--- config.mk ---
export PLATFORM = sky130hd
export DESIGN_NAME = rms_reset_mode
export DESIGN_NICKNAME = d
export VERILOG_FILES = /design/src/rtl/rms_pkg.sv /design/src/rtl/rms_sync.sv /design/src/rtl/rms_tick_div.sv /design/src/rtl/rms_reset_mode.sv
export SDC_FILE = /design/constraint.sdc
export NUM_CORES = 1
export LEC_CHECK = 0
export ABC_AREA = 1
export BUFFER_PORTS_ARGS = -buffer_cell sky130_fd_sc_hd__buf_2
export CAP_MARGIN = 20
export CORE_ASPECT_RATIO = 0.5
export CORE_UTILIZATION = 55
export CTS_BUF_LIST = sky130_fd_sc_hd__clkbuf_4
export DETAILED_ROUTE_END_ITERATION = 16
export MAX_ROUTING_LAYER = met4
export PLACE_DENSITY_LB_ADDON = 0.25
export SETUP_SLACK_MARGIN = 0.5
export SYNTH_ARGS = -nofsm -noshare
export SYNTH_HDL_FRONTEND = slang
export SYNTH_SLANG_ARGS = --single-unit
--- constraint.sdc ---
create_clock -name clock -period 3.91 [get_ports clock]
set_input_delay 0.782 -clock clock [delete_from_list [all_inputs] [get_ports clock]]
set_output_delay 0.782 -clock clock [all_outputs]
set_load 0.005 [all_outputs]
--- src/rtl/rms_pkg.sv ---
// shared constants and types for the reset and mode select logic
package rms_pkg;
   // ---------------------------------------------------------------
   // timing
   // ---------------------------------------------------------------
   localparam int CLK_HZ         = 25_000_000;
   localparam int SELF_HZ        = 8_000_000;
   localparam int RST_SELF_TICKS = 34;
   localparam int SELF_DIV       = CLK_HZ / SELF_HZ;
   localparam int RST_CYC        = (RST_SELF_TICKS * CLK_HZ + SELF_HZ - 1) / SELF_HZ;
   localparam int BIT_TICKS      = 16;
   localparam int SPEEDUP_TICKS  = 1;
   localparam int FLT_LEN        = 2;

   // ---------------------------------------------------------------
   // reset cause field layout
   // ---------------------------------------------------------------
   localparam int CAUSE_W    = 8;
   localparam int CAUSE_POR  = 7;
   localparam int CAUSE_PIN  = 6;
   localparam int CAUSE_WDOG = 5;
   localparam int CAUSE_ILOP = 4;
   localparam int CAUSE_ILAD = 3;
   localparam int CAUSE_LVD  = 1;
   localparam int CAUSE_DBG  = 2;
   localparam logic [CAUSE_W-1:0] CAUSE_RST = 8'h80;

   typedef enum logic { RMS_MODE_NORMAL, RMS_MODE_BACKGROUND } rms_mode_t;

   typedef struct packed {
      logic por;
      logic pin;
      logic wdog;
      logic ilop;
      logic ilad;
      logic dbg;
      logic lvd;
   } rms_src_t;

   typedef struct packed {
      logic bandHigh;
      logic selfClkStop;
   } rms_clkcfg_t;

   typedef struct packed {
      logic o;
      logic oe;
   } rms_drv_t;
endpackage

--- src/rtl/rms_sync.sv ---
// two flip-flop synchroniser for one pin level
`timescale 1ns/100ps
`default_nettype none
module rms_sync (
   // clock
   input  wire logic clock,
   // pin side
   input  wire logic pinIn,
   // synced level
   output logic      pinOut
);
   logic meta_q;

   always_ff @(posedge clock) begin
      meta_q <= pinIn;
      pinOut <= meta_q;
   end
endmodule
`default_nettype wire

--- src/rtl/rms_tick_div.sv ---
// divider giving one-cycle enable pulses at a programmable ratio
`timescale 1ns/100ps
`default_nettype none
module rms_tick_div (
   // clock and reset
   input  wire logic       clock,
   input  wire logic       srst,
   // control
   input  wire logic       run,
   input  wire logic [7:0] divRatio,
   // output enable pulse
   output logic            tick
);
   logic [7:0] cnt_q;

   always_ff @(posedge clock) begin
      if (srst || !run) begin
         cnt_q <= 8'h00;
         tick  <= 1'b0;
      end else if (cnt_q + 8'h01 >= divRatio) begin
         cnt_q <= 8'h00;
         tick  <= 1'b1;
      end else begin
         cnt_q <= cnt_q + 8'h01;
         tick  <= 1'b0;
      end
   end
endmodule
`default_nettype wire

--- src/rtl/rms_reset_mode.sv ---
// reset pin sequencing, reset cause capture and boot mode selection
`timescale 1ns/100ps
`default_nettype none
// Operation
// - any reset drives the reset pin low for about 34 self-clock periods
// - the cause of each reset sets its flag in the cause register
// - mode pin low at reset release starts active background debug mode
// - mode pin left high at reset release starts normal mode
// - shared pin is mode input in reset, debug wire right after release
// - in mode-select function the shared pin never enables its driver
// - each debug bit lasts 16 debug controller clocks
// - debug clock may run up to bus rate; bit timing scales with it
// - debug pin is pseudo open-drain with brief driven-high speedup pulses
// - reset startup runs from the internal self-clock of about 8 MHz
// - software may choose the self-clock for recovery from stop
// - one band bit in clock control 1 picks the crystal range
module rms_reset_mode (
   // clock and reset
   input  wire logic                          clock,
   input  wire logic                          srst,
   // internal reset sources
   input  wire rms_pkg::rms_src_t             srcReq,
   // reset pin
   input  wire logic                          resetPinIn,
   output logic                               resetPinOut,
   output logic                               resetPinOe,
   // debug mode pin
   input  wire logic                          debugModePinIn,
   output logic                               debugModePinOut,
   output logic                               debugModePinOe,
   // debug controller link
   input  wire logic                          dbgClkSel,
   input  wire logic                          dbgTxValid,
   input  wire logic                          dbgTxBit,
   output logic                               dbgTxReady,
   output logic                               dbgRxValid,
   output logic                               dbgRxBit,
   // clock generator control
   input  wire logic                          clkCfgWrite,
   input  wire rms_pkg::rms_clkcfg_t          clkCfgData,
   input  wire logic                          stopExit,
   output rms_pkg::rms_clkcfg_t               clkCfg,
   output logic                               useSelfClock,
   // status
   output logic [rms_pkg::CAUSE_W-1:0]        resetCause,
   output rms_pkg::rms_mode_t                 bootMode,
   output logic                               systemReset
);
   typedef enum logic [1:0] { ST_POR, ST_DRIVE, ST_WAIT_HIGH, ST_RUN } rms_state_t;
   typedef enum logic [1:0] { TX_IDLE, TX_LOW, TX_SPEEDUP, TX_RELEASE } rms_tx_t;

   // ---------------------------------------------------------------
   // pin synchronisers
   // ---------------------------------------------------------------
   logic resetPinSync;
   logic modePinSync;

   rms_sync uResetSync (
      .clock  (clock),
      .pinIn  (resetPinIn),
      .pinOut (resetPinSync)
   );

   rms_sync uModeSync (
      .clock  (clock),
      .pinIn  (debugModePinIn),
      .pinOut (modePinSync)
   );

   // ---------------------------------------------------------------
   // reset sequencer
   // ---------------------------------------------------------------
   rms_state_t                     state_q;
   logic [15:0]                    rstCnt_q;
   logic [rms_pkg::CAUSE_W-1:0]    cause_q;
   logic [rms_pkg::CAUSE_W-1:0]    causeHit;
   logic                           anySrc;
   logic                           pinLow;
   logic                           pinLowPrev_q;

   function automatic logic [rms_pkg::CAUSE_W-1:0] causeOf(input rms_pkg::rms_src_t s, input logic p);
      logic [rms_pkg::CAUSE_W-1:0] v;
      v = '0;
      v[rms_pkg::CAUSE_POR]  = s.por;
      v[rms_pkg::CAUSE_PIN]  = p | s.pin;
      v[rms_pkg::CAUSE_WDOG] = s.wdog;
      v[rms_pkg::CAUSE_ILOP] = s.ilop;
      v[rms_pkg::CAUSE_ILAD] = s.ilad;
      v[rms_pkg::CAUSE_DBG]  = s.dbg;
      v[rms_pkg::CAUSE_LVD]  = s.lvd;
      return v;
   endfunction

   // external pull-low seen only when we are not driving ourselves
   assign pinLow   = !resetPinSync && (state_q == ST_RUN);
   assign causeHit = causeOf(srcReq, pinLow);
   assign anySrc   = |causeHit;

   always_ff @(posedge clock) begin
      if (srst) begin
         state_q  <= ST_POR;
         rstCnt_q <= 16'h0000;
      end else begin
         unique case (state_q)
            ST_POR: begin
               // por cycle already drives the pin, so it is the first low cycle
               state_q  <= ST_DRIVE;
               rstCnt_q <= 16'(rms_pkg::RST_CYC - 1);
            end
            ST_DRIVE: begin
               if (rstCnt_q == 16'h0001) begin
                  state_q <= ST_WAIT_HIGH;
               end
               rstCnt_q <= rstCnt_q - 16'h0001;
            end
            ST_WAIT_HIGH: begin
               if (resetPinSync) begin
                  state_q <= ST_RUN;
               end
            end
            ST_RUN: begin
               if (anySrc) begin
                  state_q  <= ST_DRIVE;
                  rstCnt_q <= 16'(rms_pkg::RST_CYC);
               end
            end
         endcase
      end
   end

   // cause register: newest reset replaces older flags
   always_ff @(posedge clock) begin
      if (srst) begin
         cause_q <= rms_pkg::CAUSE_RST;
      end else if (state_q == ST_RUN && anySrc) begin
         cause_q <= causeHit;
      end
   end

   always_ff @(posedge clock) begin
      if (srst) begin
         pinLowPrev_q <= 1'b0;
      end else begin
         pinLowPrev_q <= pinLow;
      end
   end

   logic inReset;
   assign inReset     = (state_q != ST_RUN);
   assign resetPinOut = 1'b0;
   assign resetPinOe  = (state_q == ST_DRIVE) || (state_q == ST_POR);
   assign systemReset = inReset;
   assign resetCause  = cause_q;

   // ---------------------------------------------------------------
   // mode latch at reset release
   // ---------------------------------------------------------------
   rms_pkg::rms_mode_t mode_q;

   always_ff @(posedge clock) begin
      if (srst) begin
         mode_q <= rms_pkg::RMS_MODE_NORMAL;
      end else if (state_q == ST_WAIT_HIGH && resetPinSync) begin
         // sample once on the release edge, hold until next reset
         mode_q <= modePinSync ? rms_pkg::RMS_MODE_NORMAL : rms_pkg::RMS_MODE_BACKGROUND;
      end
   end
   assign bootMode = mode_q;

   // ---------------------------------------------------------------
   // clock generator control
   // ---------------------------------------------------------------
   rms_pkg::rms_clkcfg_t clkCfg_q;

   always_ff @(posedge clock) begin
      if (srst) begin
         clkCfg_q <= '0;
      end else if (clkCfgWrite) begin
         clkCfg_q <= clkCfgData;
      end
   end
   assign clkCfg       = clkCfg_q;
   assign useSelfClock = inReset || (stopExit && clkCfg_q.selfClkStop);

   // ---------------------------------------------------------------
   // debug wire bit engine
   // ---------------------------------------------------------------
   logic    dbgTick;
   logic [7:0] dbgRatio;
   rms_tx_t tx_q;
   logic [4:0] txCnt_q;
   logic    txBit_q;
   logic    rxBit_q;
   logic    rxValid_q;

   // bus-rate debug clock or self-clock tick, bit time scales with it
   assign dbgRatio = dbgClkSel ? 8'(rms_pkg::SELF_DIV) : 8'h01;

   rms_tick_div uDbgDiv (
      .clock    (clock),
      .srst     (srst),
      .run      (!inReset),
      .divRatio (dbgRatio),
      .tick     (dbgTick)
   );

   always_ff @(posedge clock) begin
      if (srst || inReset) begin
         tx_q      <= TX_IDLE;
         txCnt_q   <= 5'h00;
         txBit_q   <= 1'b0;
         rxBit_q   <= 1'b0;
         rxValid_q <= 1'b0;
      end else begin
         rxValid_q <= 1'b0;
         unique case (tx_q)
            TX_IDLE: begin
               if (dbgTxValid) begin
                  tx_q    <= TX_LOW;
                  txBit_q <= dbgTxBit;
                  txCnt_q <= 5'h00;
               end
            end
            TX_LOW: begin
               if (dbgTick) begin
                  txCnt_q <= txCnt_q + 5'h01;
                  if (txCnt_q == 5'(rms_pkg::BIT_TICKS / 4 - 1)) begin
                     tx_q <= txBit_q ? TX_SPEEDUP : TX_RELEASE;
                  end
               end
            end
            TX_SPEEDUP: begin
               if (dbgTick) begin
                  tx_q    <= TX_RELEASE;
                  txCnt_q <= txCnt_q + 5'h01;
               end
            end
            TX_RELEASE: begin
               if (dbgTick) begin
                  txCnt_q <= txCnt_q + 5'h01;
                  if (txCnt_q == 5'(rms_pkg::BIT_TICKS / 2)) begin
                     rxBit_q <= modePinSync;
                  end
                  if (txCnt_q == 5'(rms_pkg::BIT_TICKS - 1)) begin
                     tx_q      <= TX_IDLE;
                     rxValid_q <= 1'b1;
                  end
               end
            end
         endcase
      end
   end

   assign dbgTxReady      = !inReset && (tx_q == TX_IDLE);
   assign dbgRxValid      = rxValid_q;
   assign dbgRxBit        = rxBit_q;
   assign debugModePinOut = (tx_q == TX_SPEEDUP);
   // driver off whole time in reset: pin is mode input only
   assign debugModePinOe  = !inReset && (tx_q == TX_LOW || tx_q == TX_SPEEDUP);

   // ---------------------------------------------------------------
   // assertions
   // ---------------------------------------------------------------
   logic [15:0] lowRun_q;
   always_ff @(posedge clock) begin
      if (srst || !resetPinOe) begin
         lowRun_q <= 16'h0000;
      end else begin
         lowRun_q <= lowRun_q + 16'h0001;
      end
   end

   reset_pulse_len_a: assert property (@(posedge clock) disable iff (srst)
      $fell(resetPinOe) |-> lowRun_q == 16'(rms_pkg::RST_CYC))
      else $error("reset pulse length wrong");

   cause_on_reset_a: assert property (@(posedge clock) disable iff (srst)
      (state_q == ST_RUN && anySrc) |=> (resetCause == $past(causeHit) && resetPinOe))
      else $error("cause not recorded");

   mode_bg_a: assert property (@(posedge clock) disable iff (srst)
      (state_q == ST_WAIT_HIGH && resetPinSync && !modePinSync) |=> bootMode == rms_pkg::RMS_MODE_BACKGROUND)
      else $error("background mode not entered");

   mode_normal_a: assert property (@(posedge clock) disable iff (srst)
      (state_q == ST_WAIT_HIGH && resetPinSync && modePinSync) |=> bootMode == rms_pkg::RMS_MODE_NORMAL)
      else $error("normal mode not entered");

   mode_pin_input_a: assert property (@(posedge clock) disable iff (srst)
      systemReset |-> !debugModePinOe)
      else $error("mode pin driven in reset");

   mode_hold_a: assert property (@(posedge clock) disable iff (srst)
      (!systemReset && $past(!systemReset)) |-> $stable(bootMode))
      else $error("mode changed outside release");

   bit_time_a: assert property (@(posedge clock) disable iff (srst || systemReset)
      (tx_q == TX_IDLE && dbgTxValid && !dbgClkSel) ##1 (!dbgClkSel)[*8] |-> tx_q != TX_IDLE)
      else $error("bit ended early");

   speedup_high_a: assert property (@(posedge clock) disable iff (srst)
      (debugModePinOe && debugModePinOut) |-> tx_q == TX_SPEEDUP && txBit_q)
      else $error("speedup pulse misplaced");

   self_clk_a: assert property (@(posedge clock) disable iff (srst)
      resetPinOe |-> useSelfClock)
      else $error("startup not on self clock");

   pin_reset_a: assert property (@(posedge clock) disable iff (srst)
      (pinLow && !pinLowPrev_q) |=> (resetPinOe && resetCause[rms_pkg::CAUSE_PIN]))
      else $error("pin reset not taken");
endmodule
`default_nettype wire

# Yosys cells after proc, flatten, opt, wreduce, memory -nomap -nowiden
# Cells that the tools add are included.
dict set report totals {
  inputBits 18
  regBits 51
  out_inout_bits 20
  elab_cells 91
}
dict set report classes {
  n_mux 21
  addsub 3
  bitwise 3
  reduce_logical 25
  n_lt_le_gt_ge 1
  eq_ne 21
}
# cell n
set op_table {}
lappend op_table {{$pmux 16 s3} 1}
lappend op_table {{$mux 2} 10}
lappend op_table {{$eq 16x1->1 const B} 1}
lappend op_table {{$mux 16} 1}
lappend op_table {{$pmux 2 s4} 2}
lappend op_table {{$sub 16x1->16 const B} 1}
lappend op_table {{$ne 2x2->1 const B} 6}
lappend op_table {{$eq 5x4->1 const B} 2}
lappend op_table {{$mux 5} 2}
lappend op_table {{$ne 2x1->1 const B} 5}
lappend op_table {{$pmux 5 s2} 1}
lappend op_table {{$add 8x1->8 const B} 1}
lappend op_table {{$eq 2x2->1 const B} 4}
lappend op_table {{$ge 8x2->1} 1}
lappend op_table {{$reduce_or 7->1} 1}
lappend op_table {{$logic_and 1x1->1} 6}
lappend op_table {{$reduce_and 2->1} 3}
lappend op_table {{$reduce_and 3->1} 2}
lappend op_table {{$reduce_and 6->1} 1}
lappend op_table {{$reduce_or 3->1} 2}
lappend op_table {{$add 5x1->5 const B} 1}
lappend op_table {{$eq 5x2->1 const B} 1}
lappend op_table {{$eq 2x1->1 const B} 2}
lappend op_table {{$logic_not 2->1} 2}
lappend op_table {{other kinds (7)} 15}

# Longest topological paths before layout
dict set report depth {
  depth_word 6
  depth_mapped 10
  ltp_nobuf 10
}

# By module
# A second synthesis with hierarchy kept.
dict set report unflattened {
  cells_unflattened 413
  area_unflattened_um2 2855.2
}
# module seq_area_each_um2 area_each_um2 instances cells_each
set by_module_without_submodules {}
lappend by_module_without_submodules {rms_reset_mode 760.7 2177.1 1 323}
lappend by_module_without_submodules {rms_tick_div 180.2 598.1 1 86}
lappend by_module_without_submodules {rms_sync 40.0 40.0 2 2}

# Worst setup path after synthesis
# Ideal clock, no wire load.
dict set report synth_path {
  path_type {register to output}
  from {register state_q[1]}
  to {output port resetPinOe}
  n_path_buf 1
  slack_ns 1.984
  arrival_ns 1.144
  path_stages_with_launch 5
  cell_sequence {dfxtp_1 -> inv_1 -> ha_1 -> clkbuf_1 -> or2_2}
}
dict set report synth_via {
  elab_chain_cells 2
}
# item line
set synth_lines {}
lappend synth_lines {{start, declared} rms_reset_mode.sv:73} ;# rms_state_t state_q;
lappend synth_lines {{start signal, assigned} rms_reset_mode.sv:101} ;# state_q <= ST_POR;
lappend synth_lines {{start signal, assigned} rms_reset_mode.sv:107} ;# state_q <= ST_DRIVE;
lappend synth_lines {{start signal, assigned} rms_reset_mode.sv:112} ;# state_q <= ST_WAIT_HIGH;
lappend synth_lines {{$eq 2x1->1 / $logic_not 2->1 (equally long branches)} rms_reset_mode.sv:151} ;# assign resetPinOe = (state_q == ST_DRIVE) || (state_q == ST_POR);
lappend synth_lines {{$logic_or 1x1->1 *} rms_reset_mode.sv:151}
lappend synth_lines {{end, declared} rms_reset_mode.sv:26} ;# output logic resetPinOe,
# Mark *: on every way between the ends. The rest lies on a longest branch, timed or not.

# Final worst setup path
# Ends and elaborated chain as after synthesis.

==> results.md <==
Run status:
- The run finished with clean final reports.

Floorplanning:
- The placeable core area is 4530 sq um.
- The number of placed I/O pins is 38.
- The floorplan step defined a die boundary enclosing 5180 sq um.
- Measured along the x axis, the die boundary spans 101 microns.
- The initial utilization of the core area, before any placement, comes to 59.2%.
- The number of core rows is 17.
- The die span in y is between 50 and 60 microns.

Global route:
- Global routing used 23.2% of the available tracks across all layers.
- The number of antenna violations at the first check in global routing is 0.
- The first global-routing pass estimated 9140 microns of wire.
- Global routing finished with a remaining overflow of 0.
- The pin count of the biggest net entering global routing is 19.
- The number of global-route vias before repair is 2,229.

Yosys:
- Sorting the synthesized cells by area gives the leading types as sky130_fd_sc_hd__dfxtp_1, sky130_fd_sc_hd__nand2_1, sky130_fd_sc_hd__nor2_1, sky130_fd_sc_hd__ha_1, sky130_fd_sc_hd__inv_1.
- The top-area cell type share of the netlist area is 38.0%.
- Summing every instance area after synthesis gives between 2000 and 3000 sq um.
- The synthesized design contains 51 register bits.
- The Yosys step of the flow raised 0 warnings.
- sky130_fd_sc_hd__dfxtp_1 takes more of the synthesized area than any other cell.
- The post-synthesis area per instance is 6.97 sq um.
- Counting distinct cell types in the post-synthesis netlist gives 35.
- Sequential cells were found to cover a little under two fifths of the synthesized design area.
- The post-synthesis cell count is about 390.

Timing:
- The transition time at the pin with the least slew margin is 0.611 ns.
- The relative slew slack is 58.8%.
- The shortest clock period the worst path allows after layout is 2.52 ns.
- The number of failing hold endpoints at the final stage is 0.
- The clock arrives with 0.0149 ns of skew.
- Setup repair after global routing left no endpoint under its margin.
- The final clock period utilization by the worst path is around 64%.
- Setup violations remaining at the end of the flow were counted as 0.
- The achievable frequency is roughly 0.40 GHz.
- The final count of pins violating max slew is 0.
- The final sum of negative setup slack is 0 ns.

Pwr:
- Power spread over the standard cell area amounts to 505 nW/um^2.
- The worst IR drop on VDD is 0.204 mV.
- The leakage power figure is 1.42 nW.
- The design draws ~0.0015 W.

Routing:
- After detailed routing, the number of remaining DRC violations is 0.
- The total routed wirelength is roughly 5400 microns.
- Dividing the detail-routed via count by the number of cells gives 4.94.
- In the final routed layout, each cell accounts on average for 10.9 microns.
- Once detail routing completed, the nets flagged for antenna violations numbered 0.
- The number of design-rule violations left by the first detailed-router iteration is 60.
- The length of the first detailed-routing pass in iterations is 5.
- The detailed router placed about 2.4k vias in this run.

Worst setup path:
- For this run, the slowest stage of the critical path takes 0.43 ns.
- The arrival time of data at the critical path endpoint is 1.73 ns.
- The start-to-end type of the worst setup path is flop to primary output.
- The critical path goes through inv_1 > ha_1 > or2_2 > buf_2.
- For this design, the slowest cell found on the critical path is sky130_fd_sc_hd__dfxtp_1.
- The worst setup path is launched from a flop.
- The element type at the critical path end is a primary output.
- At the worst endpoint, the required time is 3.13 ns.
- The maximum fanout along the worst path is 12.

Cells and area:
- After routing the design area is 2980 sq um.
- For this run, the post-layout net count is 461.
- The multi-input combinational cells in the finished layout cover a total of 1450 sq um.
- Relative to the synthesized area, the layout overhead comes to 10.9%.
- The proportion of layout cells with a drive suffix above 1 is 13.3%.
- The total of fill cells in the finished design is 423.
- The repair_antennas step left the layout with diodes totalling 0.
- Across the whole layout, storage elements account for 1020 sq um.

Clock tree:
- The sink count of the clock tree is 51.
- The clock tree from TritonCTS is built.
- After clock tree synthesis, the clock-pin slew on the worst setup and hold paths is 0.17 ns.
- The total clock buffers created by CTS is 5.
- Once the clock tree was built, the setup fixing pass inserted 0 buffers.
- The number of gates resized after cts is 0.
- The hold-fix buffer count after cts is 0.
- CTS built an H-tree with a depth of 2.
- The cell at the root of the clock tree is sky130_fd_sc_hd__clkbuf_4.
- The clock reaches the later pin of the worst-skew pair after 0.38 ns.
- Counting along the longest clock path gives a buffer depth of 2.

Worst hold path:
- The class of the tightest hold or removal check is flop to flop.

Run:
- The number of max-cap violations is 0.

Placed design:
- The sum of net half-perimeters after detailed placement is 4090 microns.
- During placement, the flow inserted port buffers numbering 35.
- The standard cell area after detailed placement is 2910 sq um.
- The global placer's final weighted congestion is ~0.87.
[registers in the layout (all words and copies together) (netlist names)]
signal / count
uDbgDiv.tick: 1
bootMode: 1
tx_q: 2
clkCfg: 2
dbgRxBit: 1
uModeSync.meta_q: 1
uModeSync.pinOut: 1
txBit_q: 1
uResetSync.pinOut: 1
dbgRxValid: 1
txCnt_q: 5
resetCause: 7
uResetSync.meta_q: 1
rstCnt_q: 16
state_q: 2
uDbgDiv.cnt_q: 8
[layer usage]
layer	global-route usage (%)	vias up	routed length (microns)
met1	26.5	1110	2530
li1	-	1292	-
met5	-	-	0
met2	41.1	25	2650
met4	7.00	0	53
met3	5.34	7	132
[logic make-up (layout without fill, tap and decap cells)]
kind of cell / Yosys count / count (layout) / synth area share, %
flops: 51 / 51 / 38.0
other cells: 1 / 8 / 0.140
buf+inv: 56 / 91 / 8.81
xor+xnor: 7 / 7 / 2.28
fa+ha+maj: 17 / 17 / 7.93
simple gates: 206 / 206 / 33.2
compound gates: 47 / 47 / 9.60
[report_power, final]
group          leakage (nW)  switching [W]  internal, W  total (W)
Sequential            0.418      0.0000639     0.000588   0.000652
Combinational         0.968       0.000382     0.000212   0.000594
Clock                0.0322       0.000183    0.0000750   0.000258
Total                  1.42       0.000628     0.000876    0.00150
[through the flow]
step                util, %  hold slack, ns  worst slack (ns)  instances
finish                 65.7           0.348              1.39        493
global route           65.7           0.351              1.27        493
CTS                    65.7           0.349              1.37        493
detailed placement     64.3           0.316              1.81        485
global placement       64.3           0.313              1.89        485
floorplan                 -           0.310              1.98        392
[cell usage in the layout, fill, tap and decap left out, types with 3 or more instances in the layout]
cell type / instances
sky130_fd_sc_hd__clkbuf_4: 5
sky130_fd_sc_hd__xor2_1: 7
sky130_fd_sc_hd__dfxtp_1: 51
sky130_fd_sc_hd__buf_2: 35
sky130_fd_sc_hd__ha_1: 17
sky130_fd_sc_hd__a21oi_1: 19
sky130_fd_sc_hd__nor2_1: 73
sky130_fd_sc_hd__nand3_1: 29
sky130_fd_sc_hd__o21ai_0: 17
sky130_fd_sc_hd__nor3_1: 9
sky130_fd_sc_hd__nor2_2: 5
sky130_fd_sc_hd__nand2_1: 77
sky130_fd_sc_hd__o21ai_1: 3
sky130_fd_sc_hd__inv_1: 47
sky130_fd_sc_hd__conb_1: 8
[worst paths after layout]
kind	start	endpoint	slack (ns)	cells after the start
worst max-delay path	state_q[1]$_SDFFE_PP0P_	resetPinOe	1.39	4
worst min-delay path	uResetSync.meta_q$_DFF_P_	uResetSync.pinOut$_DFF_P_	0.35	0
worst max register to register	state_q[0]$_SDFFE_PP0P_	txCnt_q[0]$_SDFFE_PP0P_	2.02	6
worst min register to register	uResetSync.meta_q$_DFF_P_	uResetSync.pinOut$_DFF_P_	0.35	0
[cell usage after synthesis, drive strengths merged]
cell and n:
a31oi 1, inv 48, a211oi 1, clkbuf 3
xor2 7, nand3b 2, ha 17, dfxtp 51
nand2 78, nor2 80, and2 1, nand3 31
o21ai 20, o21bai 1, conb 1, nor3 9
o31ai 1, or2 3, nand4 1, a221oi 1
buf 5, and3 1, a21oi 20, o211ai 1
a311oi 1
[area by class of cell]
| type | instances | area share [%] |
|---|---|---|
| Tap cell | 66 | 2.77 |
| Clock buffer | 5 | 1.26 |
| Inverter | 48 | 6.14 |
| Clock inverter | 3 | 0.841 |
| Timing Repair Buffer | 35 | 5.88 |
| Multi-Input combinational cell | 285 | 48.8 |
| Sequential cell | 51 | 34.3 |
[worst max-delay path, delay by kind of cell, from the launching register on]
family	cells	cell delay (ns)
flip-flops	1	0.43
adder cells (fa/ha/maj)	1	0.35
AND/OR/NAND/NOR	1	0.34
buffers and inverters	2	0.24
Power figures use the tool's default switching activity.
